**config.mk**
```make
export PLATFORM = sky130hd
export DESIGN_NAME = link_aggregation_distributor
export DESIGN_NICKNAME = d
export VERILOG_FILES = /design/src/lag_pkg.sv /design/src/lag_hash.sv /design/src/link_aggregation_distributor.sv
export SDC_FILE = /design/constraint.sdc
export NUM_CORES = 1
export LEC_CHECK = 0
export ABC_AREA = 1
export BUFFER_PORTS_ARGS = -buffer_cell sky130_fd_sc_hd__buf_2
export CORE_MARGIN = 10
export CORE_UTILIZATION = 50
export CTS_CLUSTER_DIAMETER = 150
export DETAILED_ROUTE_END_ITERATION = 8
export PLACE_DENSITY_LB_ADDON = 0.12
export SYNTH_ARGS = -nofsm -noshare
export SYNTH_HDL_FRONTEND = slang
export SYNTH_SLANG_ARGS = --single-unit
```
**constraint.sdc**
```tcl
create_clock -name i_clk -period 24.3 [get_ports i_clk]
set_input_delay 3.645 -clock i_clk [delete_from_list [all_inputs] [get_ports i_clk]]
set_output_delay 3.645 -clock i_clk [all_outputs]
set_load 0.02 [all_outputs]
```
**src/lag_pkg.sv**
```systemverilog
// Package: constants, register map and carrier types for the trunk distributor
package lag_pkg;
  localparam int NUM_PORTS   = 4;
  localparam int NUM_GROUPS  = 2;
  localparam int MIN_MEMBERS = 2;
  localparam int PORT_W      = 2;

  // Register word offsets (byte address = 4 * index)
  localparam logic [3:0] REG_GRP0_CFG   = 4'h0;
  localparam logic [3:0] REG_GRP1_CFG   = 4'h1;
  localparam logic [3:0] REG_DIST_CFG   = 4'h2;
  localparam logic [3:0] REG_PORT_STAT  = 4'h3;
  localparam logic [3:0] REG_GRP_STAT   = 4'h4;
  localparam logic [3:0] REG_LEAD_STP   = 4'h5;

  // Group config fields
  localparam int GCFG_MEMBER_LSB = 0;
  localparam int GCFG_ENABLE_BIT = 4;
  localparam int GCFG_DYNAMIC_BIT = 5;
  localparam int GCFG_SPEED_BIT  = 6;
  // Distribution config fields
  localparam int DCFG_NONIP_LSB  = 0;
  localparam int DCFG_IP_LSB     = 4;

  localparam logic [31:0] GCFG_RESET = 32'h0000_0000;
  localparam logic [31:0] DCFG_RESET = 32'h0000_0000;
  localparam logic [31:0] BAD_ADDR_DATA = 32'hdead_0bad;

  typedef enum logic [2:0] {
    HASH_SRC_MAC     = 3'h0,
    HASH_DST_MAC     = 3'h1,
    HASH_SRC_DST_MAC = 3'h2,
    HASH_SOURCE_NET_ADDRESS_HASH      = 3'h3,
    HASH_DST_IP      = 3'h4,
    HASH_SRC_DST_IP  = 3'h5
  } hash_sel_t;

  typedef enum logic [1:0] {
    STP_FWD   = 2'h0,
    STP_BLOCK = 2'h1,
    STP_LEARN = 2'h2,
    STP_DIS   = 2'h3
  } stp_state_t;

  // Frame header presented for egress selection
  typedef struct packed {
    logic        valid;
    logic        is_ip;
    logic [47:0] src_mac;
    logic [47:0] dst_mac;
    logic [31:0] source_net_address_hash;
    logic [31:0] dst_ip;
    logic [1:0]  dest_port;
  } frame_hdr_t;

  // Egress decision
  typedef struct packed {
    logic       valid;
    logic       drop;
    logic [1:0] port;
  } egress_t;
endpackage

```
**src/lag_hash.sv**
```systemverilog
// Combinational header hash folded to a small bucket index
`timescale 1ns/1ns
module lag_hash #(
  parameter int OUT_W = 8
) (
  input  wire logic [2:0]      i_sel,
  input  wire logic [47:0]     i_src_mac,
  input  wire logic [47:0]     i_dst_mac,
  input  wire logic [31:0]     i_source_net_address_hash,
  input  wire logic [31:0]     i_dst_ip,
  output logic      [OUT_W-1:0] o_hash
);
  logic [47:0] key;

  // Key chosen by distribution method, then XOR-folded
  always_comb begin
    case (lag_pkg::hash_sel_t'(i_sel))
      lag_pkg::HASH_DST_MAC:     key = i_dst_mac;
      lag_pkg::HASH_SRC_DST_MAC: key = i_src_mac ^ i_dst_mac;
      lag_pkg::HASH_SOURCE_NET_ADDRESS_HASH:      key = {16'h0000, i_source_net_address_hash};
      lag_pkg::HASH_DST_IP:      key = {16'h0000, i_dst_ip};
      lag_pkg::HASH_SRC_DST_IP:  key = {16'h0000, i_source_net_address_hash ^ i_dst_ip};
      default:                   key = i_src_mac;
    endcase
    o_hash = '0;
    for (int i = 0; i < 48; i++) begin
      o_hash[i % OUT_W] = o_hash[i % OUT_W] ^ key[i];
    end
  end
endmodule

```
**src/link_aggregation_distributor.sv**
```systemverilog
// Trunk group distributor: membership, lead port, hashing, failover, STP view
//
// Trunking rules this block is built against
// [RULE1] At most two trunk groups, each of two to four member ports.
// [RULE2] Members share one speed, 100 or 1000 Mbps, full duplex only.
// [RULE3] A port may sit in only one trunk group.
// [RULE4] Only the four external ports aggregate; static or LACP groups, two max. GCFG_DYNAMIC_BIT is never read here, so every group is static.
// [RULE5] Member ports need not be contiguous.
// [RULE6] Lowest-numbered member is lead; its settings apply to the whole group.
// [RULE7] Traffic balanced across members; failed links moved to working ones.
// [RULE8] STP sees a group as one link using the lead port's cost and state.
// [RULE9] Redundant groups: STP blocks one whole group like a single port.
// [RULE10] Egress member chosen by hash; method set apart for IP and non-IP.
// [RULE11] Non-IP hash: source, destination, or both MACs; source MAC default.
// [RULE12] IP hash: six MAC or IP choices; source MAC default.
// [RULE13] Static group active only when members chosen and enabled; default off.
// [RULE14] Software keeps all members in one VLAN, moving the group whole.
// [RULE15] The far switch configures its matching ports as trunks too.
// [RULE16] Enable trunk before cabling; disable members before removing trunk.
// [RULE17] Hash reduced modulo active member count for stable flows.
// [RULE18] Received frames on members count as arriving on the logical trunk.
//
// The Avalon-MM slave port and the placing of the registers are this design's own decisions.
`timescale 1ns/1ns
module link_aggregation_distributor #(
  parameter int HASH_W = 8
) (
  input  wire logic                    i_clk,
  input  wire logic                    i_srst,
  input  wire logic                    i_ce,
  // Avalon-MM slave
  input  wire logic [5:0]              i_avs_address,
  input  wire logic                    i_avs_read,
  input  wire logic                    i_avs_write,
  input  wire logic [31:0]             i_avs_writedata,
  input  wire logic [3:0]              i_avs_byteenable,
  output logic      [31:0]             o_avs_readdata,
  output logic                         o_avs_waitrequest,
  // Per-port MAC status
  input  wire logic [3:0]              i_link_up,
  input  wire logic [3:0]              i_full_duplex,
  input  wire logic [3:0]              i_speed_1g,
  // STP per-port state from the spanning-tree engine
  input  wire logic [7:0]              i_stp_port_state,
  // Egress request and decision
  input  wire lag_pkg::frame_hdr_t     i_tx_hdr,
  output lag_pkg::egress_t             o_tx_egress,
  // Ingress port mapping
  input  wire logic                    i_rx_valid,
  input  wire logic [1:0]              i_rx_port,
  output logic                         o_rx_valid,
  output logic [2:0]                   o_rx_logical,
  // Effective per-port STP state and active membership
  output logic [7:0]                   o_stp_eff,
  output logic [3:0]                   o_active_member
);
  localparam int NP = lag_pkg::NUM_PORTS;
  localparam int NG = lag_pkg::NUM_GROUPS;

  ////////////////////////////////////////////////////////////////////////////
  // Registers
  logic [31:0] gcfg_r [NG];
  logic [31:0] dcfg_r;
  logic [3:0]  grp_bad_r [NG];
  logic [31:0] rdata_nxt;
  logic        ack_r;

  logic [3:0] members [NG];
  logic       grp_ok  [NG];
  logic [3:0] live    [NG];
  logic [1:0] lead    [NG];
  logic [2:0] live_cnt [NG];

  // Byte-enable aware write merge
  function automatic logic [31:0] merge(input logic [31:0] old, input logic [31:0] wd,
                                        input logic [3:0] be);
    logic [31:0] r;
    r = old;
    for (int b = 0; b < 4; b++) begin
      if (be[b]) begin
        r[b*8 +: 8] = wd[b*8 +: 8];
      end
    end
    return r;
  endfunction

  // One-cycle wait then acknowledge; waitrequest lives in its own flop so the
  // master sees a glitch-free level straight from a register
  always_ff @(posedge i_clk) begin
    if (i_srst) begin
      o_avs_waitrequest <= 1'b1;
    end else if (i_ce) begin
      o_avs_waitrequest <= ~((i_avs_read | i_avs_write) & o_avs_waitrequest);
    end
  end
  assign ack_r = ~o_avs_waitrequest;

  // Group config registers; default disabled [RULE13]
  always_ff @(posedge i_clk) begin
    if (i_srst) begin
      gcfg_r[0] <= lag_pkg::GCFG_RESET;
      gcfg_r[1] <= lag_pkg::GCFG_RESET;
      dcfg_r    <= lag_pkg::DCFG_RESET; // Source MAC default [RULE11] [RULE12]
    end else if (i_ce && i_avs_write && !ack_r) begin
      case (i_avs_address[5:2])
        lag_pkg::REG_GRP0_CFG: gcfg_r[0] <= merge(gcfg_r[0], i_avs_writedata, i_avs_byteenable);
        lag_pkg::REG_GRP1_CFG: gcfg_r[1] <= merge(gcfg_r[1], i_avs_writedata, i_avs_byteenable);
        lag_pkg::REG_DIST_CFG: dcfg_r    <= merge(dcfg_r, i_avs_writedata, i_avs_byteenable);
        default: ;
      endcase
    end
  end

  // Read mux; unmapped addresses return a marker word
  always_comb begin
    case (i_avs_address[5:2])
      lag_pkg::REG_GRP0_CFG:  rdata_nxt = gcfg_r[0];
      lag_pkg::REG_GRP1_CFG:  rdata_nxt = gcfg_r[1];
      lag_pkg::REG_DIST_CFG:  rdata_nxt = dcfg_r;
      lag_pkg::REG_PORT_STAT: rdata_nxt = {20'h00000, i_speed_1g, i_full_duplex, i_link_up};
      lag_pkg::REG_GRP_STAT:  rdata_nxt = {16'h0000, grp_bad_r[1], grp_bad_r[0],
                                           live[1], live[0]};
      lag_pkg::REG_LEAD_STP:  rdata_nxt = {24'h000000, o_stp_eff};
      default:                rdata_nxt = lag_pkg::BAD_ADDR_DATA;
    endcase
  end

  always_ff @(posedge i_clk) begin
    if (i_srst) begin
      o_avs_readdata <= '0;
    end else if (i_ce && i_avs_read && !ack_r) begin
      o_avs_readdata <= rdata_nxt;
    end
  end

  ////////////////////////////////////////////////////////////////////////////
  // Group validity: membership, ownership, speed and duplex checks
  // Bad-reason bits: 0 size, 1 overlap, 2 speed mismatch, 3 half duplex
  logic [3:0] bad_nxt [NG];
  logic [3:0] cleaned [NG];

  generate
    for (genvar g = 0; g < NG; g++) begin : g_grp
      // Any port subset is allowed, contiguous or not [RULE5] [RULE4]
      assign members[g] = gcfg_r[g][lag_pkg::GCFG_MEMBER_LSB +: NP];
      // Group 1 claiming any port already in group 0 is flagged as overlap and kept inactive [RULE3]
      if (g == 0) begin : g_first
        assign cleaned[g] = members[g];
      end else begin : g_rest
        assign cleaned[g] = members[g] & ~members[0];
      end
      always_comb begin
        bad_nxt[g]    = 4'h0;
        bad_nxt[g][0] = ($countones(members[g]) < lag_pkg::MIN_MEMBERS); // [RULE1]
        bad_nxt[g][1] = (cleaned[g] != members[g]); // [RULE3]
        // Speed must match the programmed group speed [RULE2]
        bad_nxt[g][2] = |(members[g] &
                         (i_speed_1g ^ {NP{gcfg_r[g][lag_pkg::GCFG_SPEED_BIT]}}) & i_link_up);
        bad_nxt[g][3] = |(members[g] & ~i_full_duplex & i_link_up); // [RULE2]
      end
      // Enabled and consistent groups are active [RULE13] [RULE1]
      assign grp_ok[g] = gcfg_r[g][lag_pkg::GCFG_ENABLE_BIT] && (bad_nxt[g] == 4'h0);
      // Failed links leave the live set [RULE7]
      assign live[g]     = grp_ok[g] ? (members[g] & i_link_up) : 4'h0;
      assign live_cnt[g] = 3'($countones(live[g]));
      // Lowest-numbered member leads [RULE6]
      always_comb begin
        lead[g] = 2'h0;
        for (int p = NP - 1; p >= 0; p--) begin
          if (members[g][p]) begin
            lead[g] = 2'(p);
          end
        end
      end
    end
  endgenerate

  always_ff @(posedge i_clk) begin
    if (i_srst) begin
      grp_bad_r[0] <= 4'h0;
      grp_bad_r[1] <= 4'h0;
    end else if (i_ce) begin
      grp_bad_r[0] <= bad_nxt[0];
      grp_bad_r[1] <= bad_nxt[1];
    end
  end

  ////////////////////////////////////////////////////////////////////////////
  // Spanning-tree view: lead port state drives the whole group
  logic [7:0] stp_nxt;
  always_comb begin
    stp_nxt = i_stp_port_state;
    for (int g = 0; g < NG; g++) begin
      for (int p = 0; p < NP; p++) begin
        if (grp_ok[g] && members[g][p]) begin
          // One link to STP; a blocked lead blocks every member [RULE8] [RULE9]
          stp_nxt[p*2 +: 2] = i_stp_port_state[lead[g]*2 +: 2];
        end
      end
    end
  end

  always_ff @(posedge i_clk) begin
    if (i_srst) begin
      o_stp_eff       <= {NP{lag_pkg::STP_DIS}};
      o_active_member <= 4'h0;
    end else if (i_ce) begin
      o_stp_eff       <= stp_nxt; // [RULE8]
      o_active_member <= live[0] | live[1];
    end
  end

  ////////////////////////////////////////////////////////////////////////////
  // Egress selection
  logic [HASH_W-1:0] hash;
  logic [2:0]        tx_sel;
  logic [1:0]        tx_port_nxt;
  logic              tx_drop_nxt;
  logic [2:0]        pick;

  // Method picked separately for IP and non-IP frames [RULE10]
  always_comb begin
    if (i_tx_hdr.is_ip) begin
      tx_sel = dcfg_r[lag_pkg::DCFG_IP_LSB +: 3]; // [RULE12]
    end else begin
      // Only MAC methods apply to non-IP; others fall back to source MAC [RULE11]
      tx_sel = (dcfg_r[lag_pkg::DCFG_NONIP_LSB +: 3] > 3'(lag_pkg::HASH_SRC_DST_MAC)) ?
               3'(lag_pkg::HASH_SRC_MAC) : dcfg_r[lag_pkg::DCFG_NONIP_LSB +: 3];
    end
  end

  lag_hash #(
    .OUT_W (HASH_W)
  ) u_hash (
    .i_sel     (tx_sel),
    .i_src_mac (i_tx_hdr.src_mac),
    .i_dst_mac (i_tx_hdr.dst_mac),
    .i_source_net_address_hash  (i_tx_hdr.source_net_address_hash),
    .i_dst_ip  (i_tx_hdr.dst_ip),
    .o_hash    (hash)
  );

  // Map destination port to its group, then pick the n-th live member
  always_comb begin
    tx_port_nxt = i_tx_hdr.dest_port;
    tx_drop_nxt = 1'b0;
    pick        = 3'h0;
    for (int g = 0; g < NG; g++) begin
      if (grp_ok[g] && members[g][i_tx_hdr.dest_port]) begin
        if (live_cnt[g] == 3'h0) begin
          tx_drop_nxt = 1'b1; // Whole trunk down
        end else begin
          pick = 3'(hash % live_cnt[g]); // [RULE17]
          for (int p = NP - 1; p >= 0; p--) begin
            // Walk live members only, so dead links carry nothing [RULE7]
            if (live[g][p]) begin
              if (3'($countones(live[g] & ((4'h1 << p) - 4'h1))) == pick) begin
                tx_port_nxt = 2'(p); // [RULE10]
              end
            end
          end
        end
      end
    end
  end

  always_ff @(posedge i_clk) begin
    if (i_srst) begin
      o_tx_egress <= '0;
    end else if (i_ce) begin
      o_tx_egress.valid <= i_tx_hdr.valid;
      o_tx_egress.drop  <= tx_drop_nxt;
      o_tx_egress.port  <= tx_port_nxt;
    end
  end

  ////////////////////////////////////////////////////////////////////////////
  // Ingress: logical port 0..3 physical, 4+g for trunk g
  logic [2:0] rx_nxt;
  always_comb begin
    rx_nxt = {1'b0, i_rx_port};
    for (int g = 0; g < NG; g++) begin
      if (grp_ok[g] && members[g][i_rx_port]) begin
        rx_nxt = 3'(NP + g); // [RULE18]
      end
    end
  end

  always_ff @(posedge i_clk) begin
    if (i_srst) begin
      o_rx_valid   <= 1'b0;
      o_rx_logical <= 3'h0;
    end else if (i_ce) begin
      o_rx_valid   <= i_rx_valid;
      o_rx_logical <= rx_nxt;
    end
  end
endmodule

```
==> results by group, run 1 <==
Critical path
  • Reg2reg path depth: 77
  • Slowest stage delay, CP: 0.69 ns
  • Startpoint types: input port
  • Crit Path Category: in -> reg
  • WP data required: 24.62 ns
  • Most used cell, CP: nand2_1
  • Crit. End Element: flop
  • CP Data Arrival Time: 17.54 ns
  • CP Max Fanout: 32
  • Slowest-stage cell, CP: nor2_1

GRT
  • First-pass GRT wire length: 75600 um
  • GRT overflow: 0
  • Initial antenna violation count: 9
  • Vias in the first global route: 15200
  • Total GRT Usage: 25.6%
  • Largest net degree at the start of global routing: 60

Synthesis
  • Synth Area per Inst: 6.38 um2
  • Cell taking the most area after synthesis: nand2_1
  • Share of the synthesized area in the top cell type: 17.8%
  • Top post-synthesis cells by area: nand2_1 (18%), edfxtp_1 (15%), dfxtp_1 (12%)
  • Yosys cell types: 62
  • Syn_nets: 2534
  • Synth Register Bits: 156
  • EDFF count, synth: 71
  • Post-synth top flop: dfxtp_1
  • Mapped Cells: 2237
  • Synth warnings: 0
  • Post-synth ARST share: 0%
  • Seq/Total Area, Yosys: 26.9%
  • Cell Area, Synth: 0.0143 mm2

Job
  • Maxcap violations: 0

Placement
  • Inst Count DP: 2852
  • Final Wtd Congestion: 0.961
  • Port buffer count: 284
  • Final HPWL DP: 36800 um

Timing
  • Final max-slew violation count: 0
  • Setup tns final: 0 ns
  • Fmax: 0.0581 GHz
  • Slew HR: 28.5%
  • Final period utilization: 70.9%
  • Worst slew pin tran: 1.07 ns
  • RSZ-0062 raised after global routing: false
  • Hold Vio Cnt, Final: 0
  • Clock skew: 0.0161 ns
  • Final period demand of the worst path: 17.22 ns
  • Final setup violation count: 0

Power and ir drop
  • PD cells: 97.9 mW/mm2
  • VDD IR max: 0.0000755 V
  • Leakage: 8.54 nW

Final layout
  • Commonest non-fill, non-tap cells in the layout: nand2_1 (678), buf_2 (284), inv_1 (273)
  • Share of layout cells above drive strength 1: 17.7%
  • # fillers: 2864
  • Nets: 2790
  • Synth-to-layout area growth: 16.3%
  • Fin cells: 2889
  • Most common cell after layout, fill and taps aside: nand2_1

Route
  • Via count: 15700
  • Vias/cell: 5.42
  • Drt wl/cell: 16.4 um
  • Post-route ant nets: 0
  • DR iter-0 viols: 1112
  • Detailed Routing Iterations Pass 1: 5
  • Drt drc: 0
  • Final wirelength: 47300 um

Floorplan
  • Die Wd: 189 um
  • DIE HEIGHT: 189 um
  • Initial Util: 51.0%
  • Num rows: 61
  • IO Count: 287
  • Core ar.: 0.0280 mm2
  • Die ar.: 0.0357 mm2

Run status
  • Status: finished clean

CTS
  • Post-CTS setup buffers: 0
  • Clock-pin slew on the worst setup and hold paths: 0.07 ns
  • CTS tree: done
  • Max Root-Sink Buffers: 2
  • Worst skew pair latency: 0.43 ns
  • CTS H-tree depth: 4
  • Hold_buf cts: 0
  • CTS Buf Count: 17
  • CTS Sinks: 156
  • Root Driver: clkbuf_16
  • CTS resizes: 0

Worst hold path
  • Path category of the worst min-delay check: reg -> reg
  • Worst Hold Depth: 1
==> state kept, by name, indices dropped and copies added (netlist names) <==
name and count:
o_avs_readdata 32, gcfg_r 64, o_stp_eff 8, o_rx_logical 3
o_avs_waitrequest 1, o_active_member 4, grp_bad_r 7, o_rx_valid 1
o_tx_egress 4, dcfg_r 32
==> cell type report <==
class	count	area (um2)	area share (%)
Clock inverter	15	191	1.15
Multi-Input combinational cell	1716	8980	54.1
Tap cell	378	473	2.85
Sequential cell	156	3830	23.1
Antenna cell	5	12.5	0.0754
Clock buffer	17	425	2.56
Timing Repair Buffer	301	1550	9.33
Inverter	301	1130	6.82
==> worst max-delay path, delay by kind of cell <==
kind	cells	cell delay, ns
AO/OA/AOI/OAI	19	3.77
XOR/XNOR	2	0.35
adder cells (fa/ha/maj)	8	2.57
buffers and inverters	13	1.34
AND/OR/NAND/NOR	41	5.83
==> per-layer routing <==
layer	up-vias	share of wire, %	GRT usage, %	wire length (um)
li1	7791	-	-	-
met1	7172	43	32.6	20400
met2	603	46	42.0	21800
met3	84	8.4	5.60	3970
met4	8	2.3	8.24	1110
met5	-	0.13	0	62
==> where the power goes <==
part	internal, mW	switching (mW)
Combinational	0.355	0.708
Sequential	0.283	0.00565
Clock	0.149	0.124
==> kinds of logic after synthesis <==
| kind of cell | count (synthesis) | share of synthesized area (%) |
|---|---|---|
| AOI/OAI and AO/OA | 376 | 14.9 |
| xor gates and xnor gates | 78 | 4.79 |
| buffers and inverters | 365 | 10.3 |
| adders and majority gates | 63 | 5.94 |
| DFF | 156 | 26.9 |
| and+or+nand+nor | 1199 | 37.2 |
==> cell usage after synthesis (10+ instances only) <==
library cell	number
edfxtp_1	71
or2_2	10
nor3_1	13
o21ai_1	17
nor2_1	206
nand4_1	34
a31oi_1	18
dfxtp_1	85
nand2_1	678
inv_2	22
buf_4	10
nand3_1	165
xor2_1	53
inv_1	273
buf_2	12
o21ai_0	122
nand2_2	22
xnor2_1	25
clkbuf_1	35
o22ai_1	13
nand3_2	14
ha_1	55
a21oi_1	151
==> metrics by stage <==
stage	power (mW)	hold WS (ns)	util (%)	area [um2]	setup WS, ns
6_report	1.63	0.447	59.3	16600	7.08
5_1_grt	1.79	0.469	59.3	16600	5.73
4_1_cts	1.62	0.451	59.2	16600	7.26
3_5_place_dp	1.35	0.434	57.0	16000	6.86
3_3_place_gp	1.31	0.428	57.0	16000	7.27
2_1_floorplan	1.15	0.456	-	14300	9.55
==> final timing paths <==
check                                           to  slack [ns]                from
worst max-delay path                o_tx_egress[1]        7.08       i_tx_hdr[162]
worst min-delay path            o_active_member[2]        0.45  o_active_member[2]
worst max register to register      o_tx_egress[1]       10.01        gcfg_r[0][0]
worst min register to register  o_active_member[2]        0.45  o_active_member[2]
No activity file was read; power rests on OpenSTA's default activity.
==> inputs of run 2 (changes only) <==
ABC_AREA = 0   (was 1)
clock period = 14.05 ns   (was 24.3 ns; I/O delays follow)
==> results by group, run 2 <==
Route
  • Vias/cell: 6.12
  • Post-route ant nets: 0
  • DR iter-0 viols: 1899
  • Drt drc: 0
  • Via count: 16900
  • Detailed Routing Iterations Pass 1: 6
  • Drt wl/cell: 21.3 um
  • Final wirelength: 58600 um

Final layout
  • Nets: 2665
  • Final core utilization: 74.5%
  • Most common cell after layout, fill and taps aside: buf_4
  • Register area: 0.00383 mm2
  • Commonest non-fill, non-tap cells in the layout: buf_4 (430), buf_2 (283), nand2_1 (177)
  • Multi-input gate area: 0.0102 mm2
  • Fin cells: 2758
  • # fillers: 2078
  • Synth-to-layout area growth: 46.1%
  • Share of layout cells above drive strength 1: 39.3%
  • Regs by FF count: gcfg_r (64), dcfg_r (32), o_avs_readdata (32)
  • Top reg by flops: gcfg_r
  • Max FFs per register: 64

Floorplan
  • Num rows: 60
  • Die Wd: 186 um
  • Initial Util: 51.0%
  • DIE HEIGHT: 186 um
  • Core ar.: 0.0271 mm2
  • Die ar.: 0.0347 mm2
  • IO Count: 287

Synthesis
  • EDFF count, synth: 71
  • Cell taking the most area after synthesis: edfxtp_1
  • Mapped Cells: 1717
  • Synth Area per Inst: 8.05 um2
  • Syn_nets: 2014
  • Top post-synthesis cells by area: edfxtp_1 (15%), dfxtp_1 (12%), nand2_1 (5.0%)
  • Synth warnings: 0
  • Yosys cell types: 104
  • Cell with the most instances after synthesis: nand2_1
  • Post-synth ARST share: 0%
  • Seq/Total Area, Yosys: 27.7%
  • Cell Area, Synth: 0.0138 mm2
  • Share of the synthesized area in the top cell type: 15.4%
  • Post-synth top flop: dfxtp_1
  • Synth top cells by count: nand2_1 (184), nor2_1 (125), o21ai_0 (110)
  • Synth Register Bits: 156

Timing
  • Final max-slew violation count: 0
  • Worst slew pin tran: 1.12 ns
  • Final period demand of the worst path: 15.18 ns
  • Fmax: 0.0659 GHz
  • Post-route setup slack: -1.13 ns
  • Hold Vio Cnt, Final: 0
  • Clock skew: 0.00903 ns
  • Final setup violation count: 2
  • RSZ-0062 raised after global routing: true
  • Final period utilization: 108%
  • Slew HR: 24.8%

Critical path
  • Startpoint types: input port
  • Crit. End Element: flop
  • CP Data Arrival Time: 15.50 ns
  • WP data required: 14.37 ns
  • Crit Path Category: in -> reg
  • Slowest-stage cell, CP: or4b_4
  • Slowest stage delay, CP: 0.55 ns
  • CP Max Fanout: 7

CTS
  • Root Driver: clkbuf_16
  • CTS Buf Count: 17
  • CTS H-tree depth: 4
  • CTS Sinks: 156
  • Worst skew pair latency: 0.42 ns
  • CTS tree: done
  • Hold_buf cts: 0
  • Clock-pin slew on the worst setup and hold paths: 0.07 ns
  • Max Root-Sink Buffers: 2

Power and ir drop
  • Overall power: 6.35 mW
  • PD cells: 314 mW/mm2
  • Leakage: 8.83 nW
  • VDD IR max: 0.000363 V

Placement
  • Port buffer count: 284
  • Inst Count DP: 2641
  • Final Wtd Congestion: 0.953
  • Final HPWL DP: 44200 um

GRT
  • Vias in the first global route: 16500
  • Largest net degree at the start of global routing: 76
  • Initial antenna violation count: 7
  • First-pass GRT wire length: 88700 um
  • GRT overflow: 0
  • Total GRT Usage: 32.0%

Run status
  • Status: complete, but fails checks
  • Violated checks: setup timing

Job
  • Maxcap violations: 0

Worst hold path
  • Path category of the worst min-delay check: reg -> reg
## run 2: cell count changes after synthesis, moves of 23 or more
cell | before | now
nor2_1 | 206 | 125
xor2_1 | 53 | 19
mux2i_1 | 0 | 32
nor2b_1 | 0 | 25
inv_1 | 273 | 60
nor3_1 | 13 | 45
o22ai_1 | 13 | 38
clkbuf_1 | 35 | 74
nand2_1 | 678 | 184
a22oi_1 | 2 | 52
and3_1 | 0 | 23
nand3_1 | 165 | 81
a21oi_1 | 151 | 105
and2_1 | 4 | 53
## run 2: timing repair
item | in CTS | in global routing
setup endpoints to repair | 2 | 2
gates cloned | 1 | 0
pin swaps | 41 | 78
setup buffers | 51 | 28
gates resized for setup | 70 | 77
endpoints found under the hold margin | 0 | 0
## run 2: metal layers
layer | wire [um] | part of all wire (%) | vias up | global-route usage (%)
met1 | 22700 | 39 | 7931 | 39.4
met3 | 6050 | 10 | 178 | 6.85
li1 | - | - | 7803 | -
met4 | 2190 | 3.7 | 4 | 11.0
met2 | 27600 | 47 | 970 | 54.2
met5 | 25 | 0.043 | - | 0
## run 2: cells by family after synthesis
group | after synthesis | synth area share [%]
AOI/OAI and AO/OA | 579 | 28.8
xor gates and xnor gates | 54 | 4.44
adders and majority gates | 65 | 6.28
buffers and inverters | 162 | 4.70
DFF | 156 | 27.7
and+or+nand+nor | 650 | 23.7
muxes | 51 | 4.29
## run 2: worst paths after layout
kind / start / to / slack, ns / depth (start not counted)
setup / recovery: i_tx_hdr[162] / o_tx_egress[1] / -1.13 / 71
hold / removal: o_active_member[0] / o_active_member[0] / 0.45 / 2
setup reg to reg: dcfg_r[1] / o_tx_egress[1] / 0.01 / 70
hold reg to reg: o_active_member[0] / o_active_member[0] / 0.45 / 2
## run 2: per-stage QoR
stage	setup slack (ns)	TNS, ns	area [um2]	hold slack [ns]
2_1_floorplan	-0.926	-1.79	14000	0.436
3_3_place_gp	-1.64	-3.25	18300	0.423
3_5_place_dp	-2.05	-4.08	18300	0.434
4_1_cts	-0.878	-1.73	19600	0.447
5_1_grt	-1.66	-3.30	20200	0.470
6_report	-1.13	-2.24	20200	0.447
## run 2: area by class of cell
class	instances	share of cell area (%)
Timing Repair Buffer	731	24.2
Multi-Input combinational cell	1400	50.3
Tap cell	372	2.30
Sequential cell	156	19.0
Clock inverter	15	0.880
Antenna cell	5	0.0619
Clock buffer	17	2.11
Inverter	62	1.15
## run 2: critical path: cells and delay by family
family / cells / cell delay [ns]
AO/OA/AOI/OAI: 25 / 4.46
XOR/XNOR: 2 / 0.71
adder cells (fa/ha/maj): 7 / 1.73
buffers and inverters: 10 / 1.26
multiplexers: 2 / 0.60
AND/OR/NAND/NOR: 25 / 4.60
## run 2: power breakdown
| group | internal (mW) | leakage, nW | switching [mW] | total [mW] |
|---|---|---|---|---|
| Combinational | 2.72 | 7.12 | 2.66 | 5.38 |
| Sequential | 0.491 | 1.42 | 0.0100 | 0.501 |
| Clock | 0.242 | 0.291 | 0.225 | 0.467 |
==> inputs of run 3 (changes only) <==
SYNTH_HIERARCHICAL = 1   (was default)
==> results by group, run 3 <==
Power and ir drop
  • VDD IR max: 0.000256 V
  • Switching Power: 1.85 mW
  • Combinational power share: 77.7%
  • PD cells: 223 mW/mm2
  • Clk pwr share: 10.6%
  • Pint: 2.45 mW
  • Leakage: 8.15 nW
  • Net Sw Frac: 43.1%
  • Share of power burned in registers: 11.7%

Floorplan
  • Core ar.: 0.0278 mm2
  • Initial Util: 50.6%
  • Num rows: 61
  • Die Wd: 188 um
  • DIE HEIGHT: 188 um
  • Die ar.: 0.0352 mm2
  • IO Count: 287

Final layout
  • Max FFs per register: 64
  • Share of layout cells above drive strength 1: 35.4%
  • Synth-to-layout area growth: 37.1%
  • Top reg by flops: gcfg_r
  • Regs by FF count: gcfg_r (64), dcfg_r (32), o_avs_readdata (32)
  • Most common cell after layout, fill and taps aside: buf_4
  • Commonest non-fill, non-tap cells in the layout: buf_4 (288), buf_2 (283), nor2_1 (101)
  • Nets: 2448

Route
  • DR iter-0 viols: 1126
  • Drt wl/cell: 20.0 um
  • Met3 routed WL: 3590 um
  • M1 WL: 20400 um
  • Drt drc: 2
  • Post-route ant nets: 0
  • Final wirelength: 50900 um
  • Via count: 15300
  • Top layer in use: met4
  • Detailed Routing Iterations Pass 1: 9
  • Routed wl met2: 25000 um
  • Vias/cell: 5.99

Timing
  • Clock skew: 0.00964 ns
  • Final period utilization: 101%
  • Final max-slew violation count: 0
  • Final period demand of the worst path: 14.26 ns
  • Final setup violation count: 2
  • Setup tns final: -0.329 ns
  • Worst slew pin tran: 1.04 ns
  • Fmax: 0.0701 GHz
  • RSZ-0062 raised after global routing: true
  • Hold Vio Cnt, Final: 0
  • Slew HR: 30.7%
  • Hold Slack: 0.458 ns
  • Post-route setup slack: -0.207 ns

GRT
  • First-pass GRT wire length: 79700 um
  • GRT overflow: 0
  • Initial antenna violation count: 6
  • Largest net degree at the start of global routing: 57
  • Total GRT Usage: 27.1%
  • Vias in the first global route: 15300

CTS
  • CTS Sinks: 156
  • Root Driver: clkbuf_16
  • Worst skew pair latency: 0.42 ns
  • CTS H-tree depth: 4
  • Clock-pin slew on the worst setup and hold paths: 0.07 ns
  • CTS tree: done
  • CTS Buf Count: 17
  • Max Root-Sink Buffers: 2
  • Hold_buf cts: 0

Placement
  • Final HPWL DP: 38800 um
  • Final Wtd Congestion: 0.927
  • Port buffer count: 284

Critical path
  • Crit Path Category: in -> reg
  • Slowest-stage cell, CP: or4b_4
  • R2R setup slack: 0.96 ns
  • Most used cell, CP: buf_4
  • CP delay by family, top: compound AO/OA/AOI/OAI gates
  • Reg2reg path depth: 66
  • Reg2reg end: o_tx_egress[1]
  • Crit. End Element: flop
  • CP bufs+invs: 13
  • CP Max Fanout: 19
  • CP Data Arrival Time: 14.56 ns
  • WP data required: 14.36 ns
  • Slowest stage delay, CP: 0.49 ns
  • Reg2Reg Launch Point: dcfg_r[1]
  • Startpoint types: input port

Synthesis
  • Cell Area, Synth: 0.0141 mm2
  • Synth warnings: 6
  • Post-synth top flop: dfxtp_1
  • Mapped Cells: 1652
  • Post-synth ARST share: 0%
  • Seq/Total Area, Yosys: 27.3%
  • Top post-synthesis cells by area: edfxtp_1 (15%), dfxtp_1 (12%), mux2i_1 (6.7%)
  • Cell with the most instances after synthesis: nor2_1
  • Synth top cells by count: nor2_1 (110), nand2_1 (97), mux2i_1 (94)
  • EDFF count, synth: 71
  • Share of the synthesized area in the top cell type: 15.2%
  • Cell taking the most area after synthesis: edfxtp_1
  • Synth Area per Inst: 8.51 um2
  • Syn_nets: 1948
  • Yosys cell types: 100
  • Synth Register Bits: 156

Worst hold path
  • Hold path startpoint: dcfg_r[21]
  • Hold EP: dcfg_r[21]
  • Worst Hold Depth: 2
  • Path category of the worst min-delay check: reg -> reg

Run status
  • Status: complete, but fails checks
  • Violated checks: DRC, setup timing

Job
  • Maxcap violations: 0
## run 3: changes by cell type after synthesis, moves of 14 or more
cell,previous run,this run
nand4b_1,2,16
nor3b_1,3,18
o21ai_0,110,80
inv_1,60,93
and3_1,23,5
a21oi_1,105,90
o221ai_1,3,17
and3b_1,3,29
a21boi_0,6,21
nand2_1,184,97
xnor2_1,25,41
mux2i_1,32,94
o32a_1,1,48
nor2_1,125,110
## run 3: cell families (layout without fill, tap and decap cells)
family	count (synthesis)	after routing	share of synthesized area, %
compound gates	535	535	27.5
xor+xnor	55	55	4.21
fa+ha+maj	63	63	6.01
buf+inv	210	723	6.26
flops	156	156	27.3
mux	120	120	9.24
other cells	0	7	0
simple gates	513	513	19.5
## run 3: final cells by class
type                    instances  area, um2
diodes                          7       17.5
clock buffers                  17        425
clock inverters                15        169
fillers                      2296       8500
inverters                      93        349
multi-input cells            1286       9970
flip-flops and latches        156       3830
well taps                     378        473
repair buffers                598       4050
## run 3: metal layers
layer  vias to the layer above  global-route usage, %
met2                       651                   47.5
li1                       7269                      -
met5                         -                      0
met3                       107                   4.84
met4                         0                   10.5
met1                      7242                   32.2
## run 3: power by group through the flow
stage / Sequential, mW / Combinational (mW) / Clock [mW]
global route: 0.506 / 3.64 / 0.477
floorplan: 0.517 / 1.81 / 0
detailed placement: 0.514 / 2.89 / 0
CTS: 0.504 / 3.07 / 0.458
global placement: 0.513 / 2.81 / 0
finish: 0.504 / 3.35 / 0.455
## run 3: repair_timing
action	4_1_cts	5_1_grt
pin swaps	47	55
hold endpoints to repair	0	0
cloned	1	1
setup buffers	40	15
endpoints found under the setup margin	2	2
gates resized for setup	39	64
## run 3: metrics by stage
| step | power, mW | cells | instance area [um2] | setup WS, ns | utilization [%] |
|---|---|---|---|---|---|
| finish | 4.31 | 2550 | 19300 | -0.207 | 69.4 |
| global route | 4.63 | 2549 | 19300 | -0.832 | 69.4 |
| CTS | 4.03 | 2528 | 18800 | -0.383 | 67.8 |
| detailed placement | 3.41 | 2455 | 17700 | -0.937 | 63.8 |
| global placement | 3.32 | 2455 | 17700 | -0.720 | 63.8 |
| floorplan | 2.33 | 1652 | 14300 | -0.230 | - |
## run 3: worst max path at each step
stage | from | end | slack [ns] | cells after the start
6_report | i_tx_hdr[162] | o_tx_egress[1] | -0.21 | 65
5_1_grt | i_tx_hdr[162] | o_tx_egress[1] | -0.83 | 65
4_1_cts | i_tx_hdr[162] | o_tx_egress[1] | -0.38 | 64
3_5_place_dp | i_tx_hdr[162] | o_tx_egress[1] | -0.94 | 62
3_3_place_gp | i_tx_hdr[162] | o_tx_egress[1] | -0.72 | 63
2_1_floorplan | i_link_up[0] | o_tx_egress[1] | -0.23 | 64
## run 3: worst reg2reg max path: cells and delay by family (launching register included)
family          cells  cell delay [ns]
compound gates     22             4.16
buf+inv            14             1.76
fa+ha+maj           6             1.65
xor+xnor            2             0.48
flops               1             0.45
simple gates       15             2.66
mux                 7             1.80
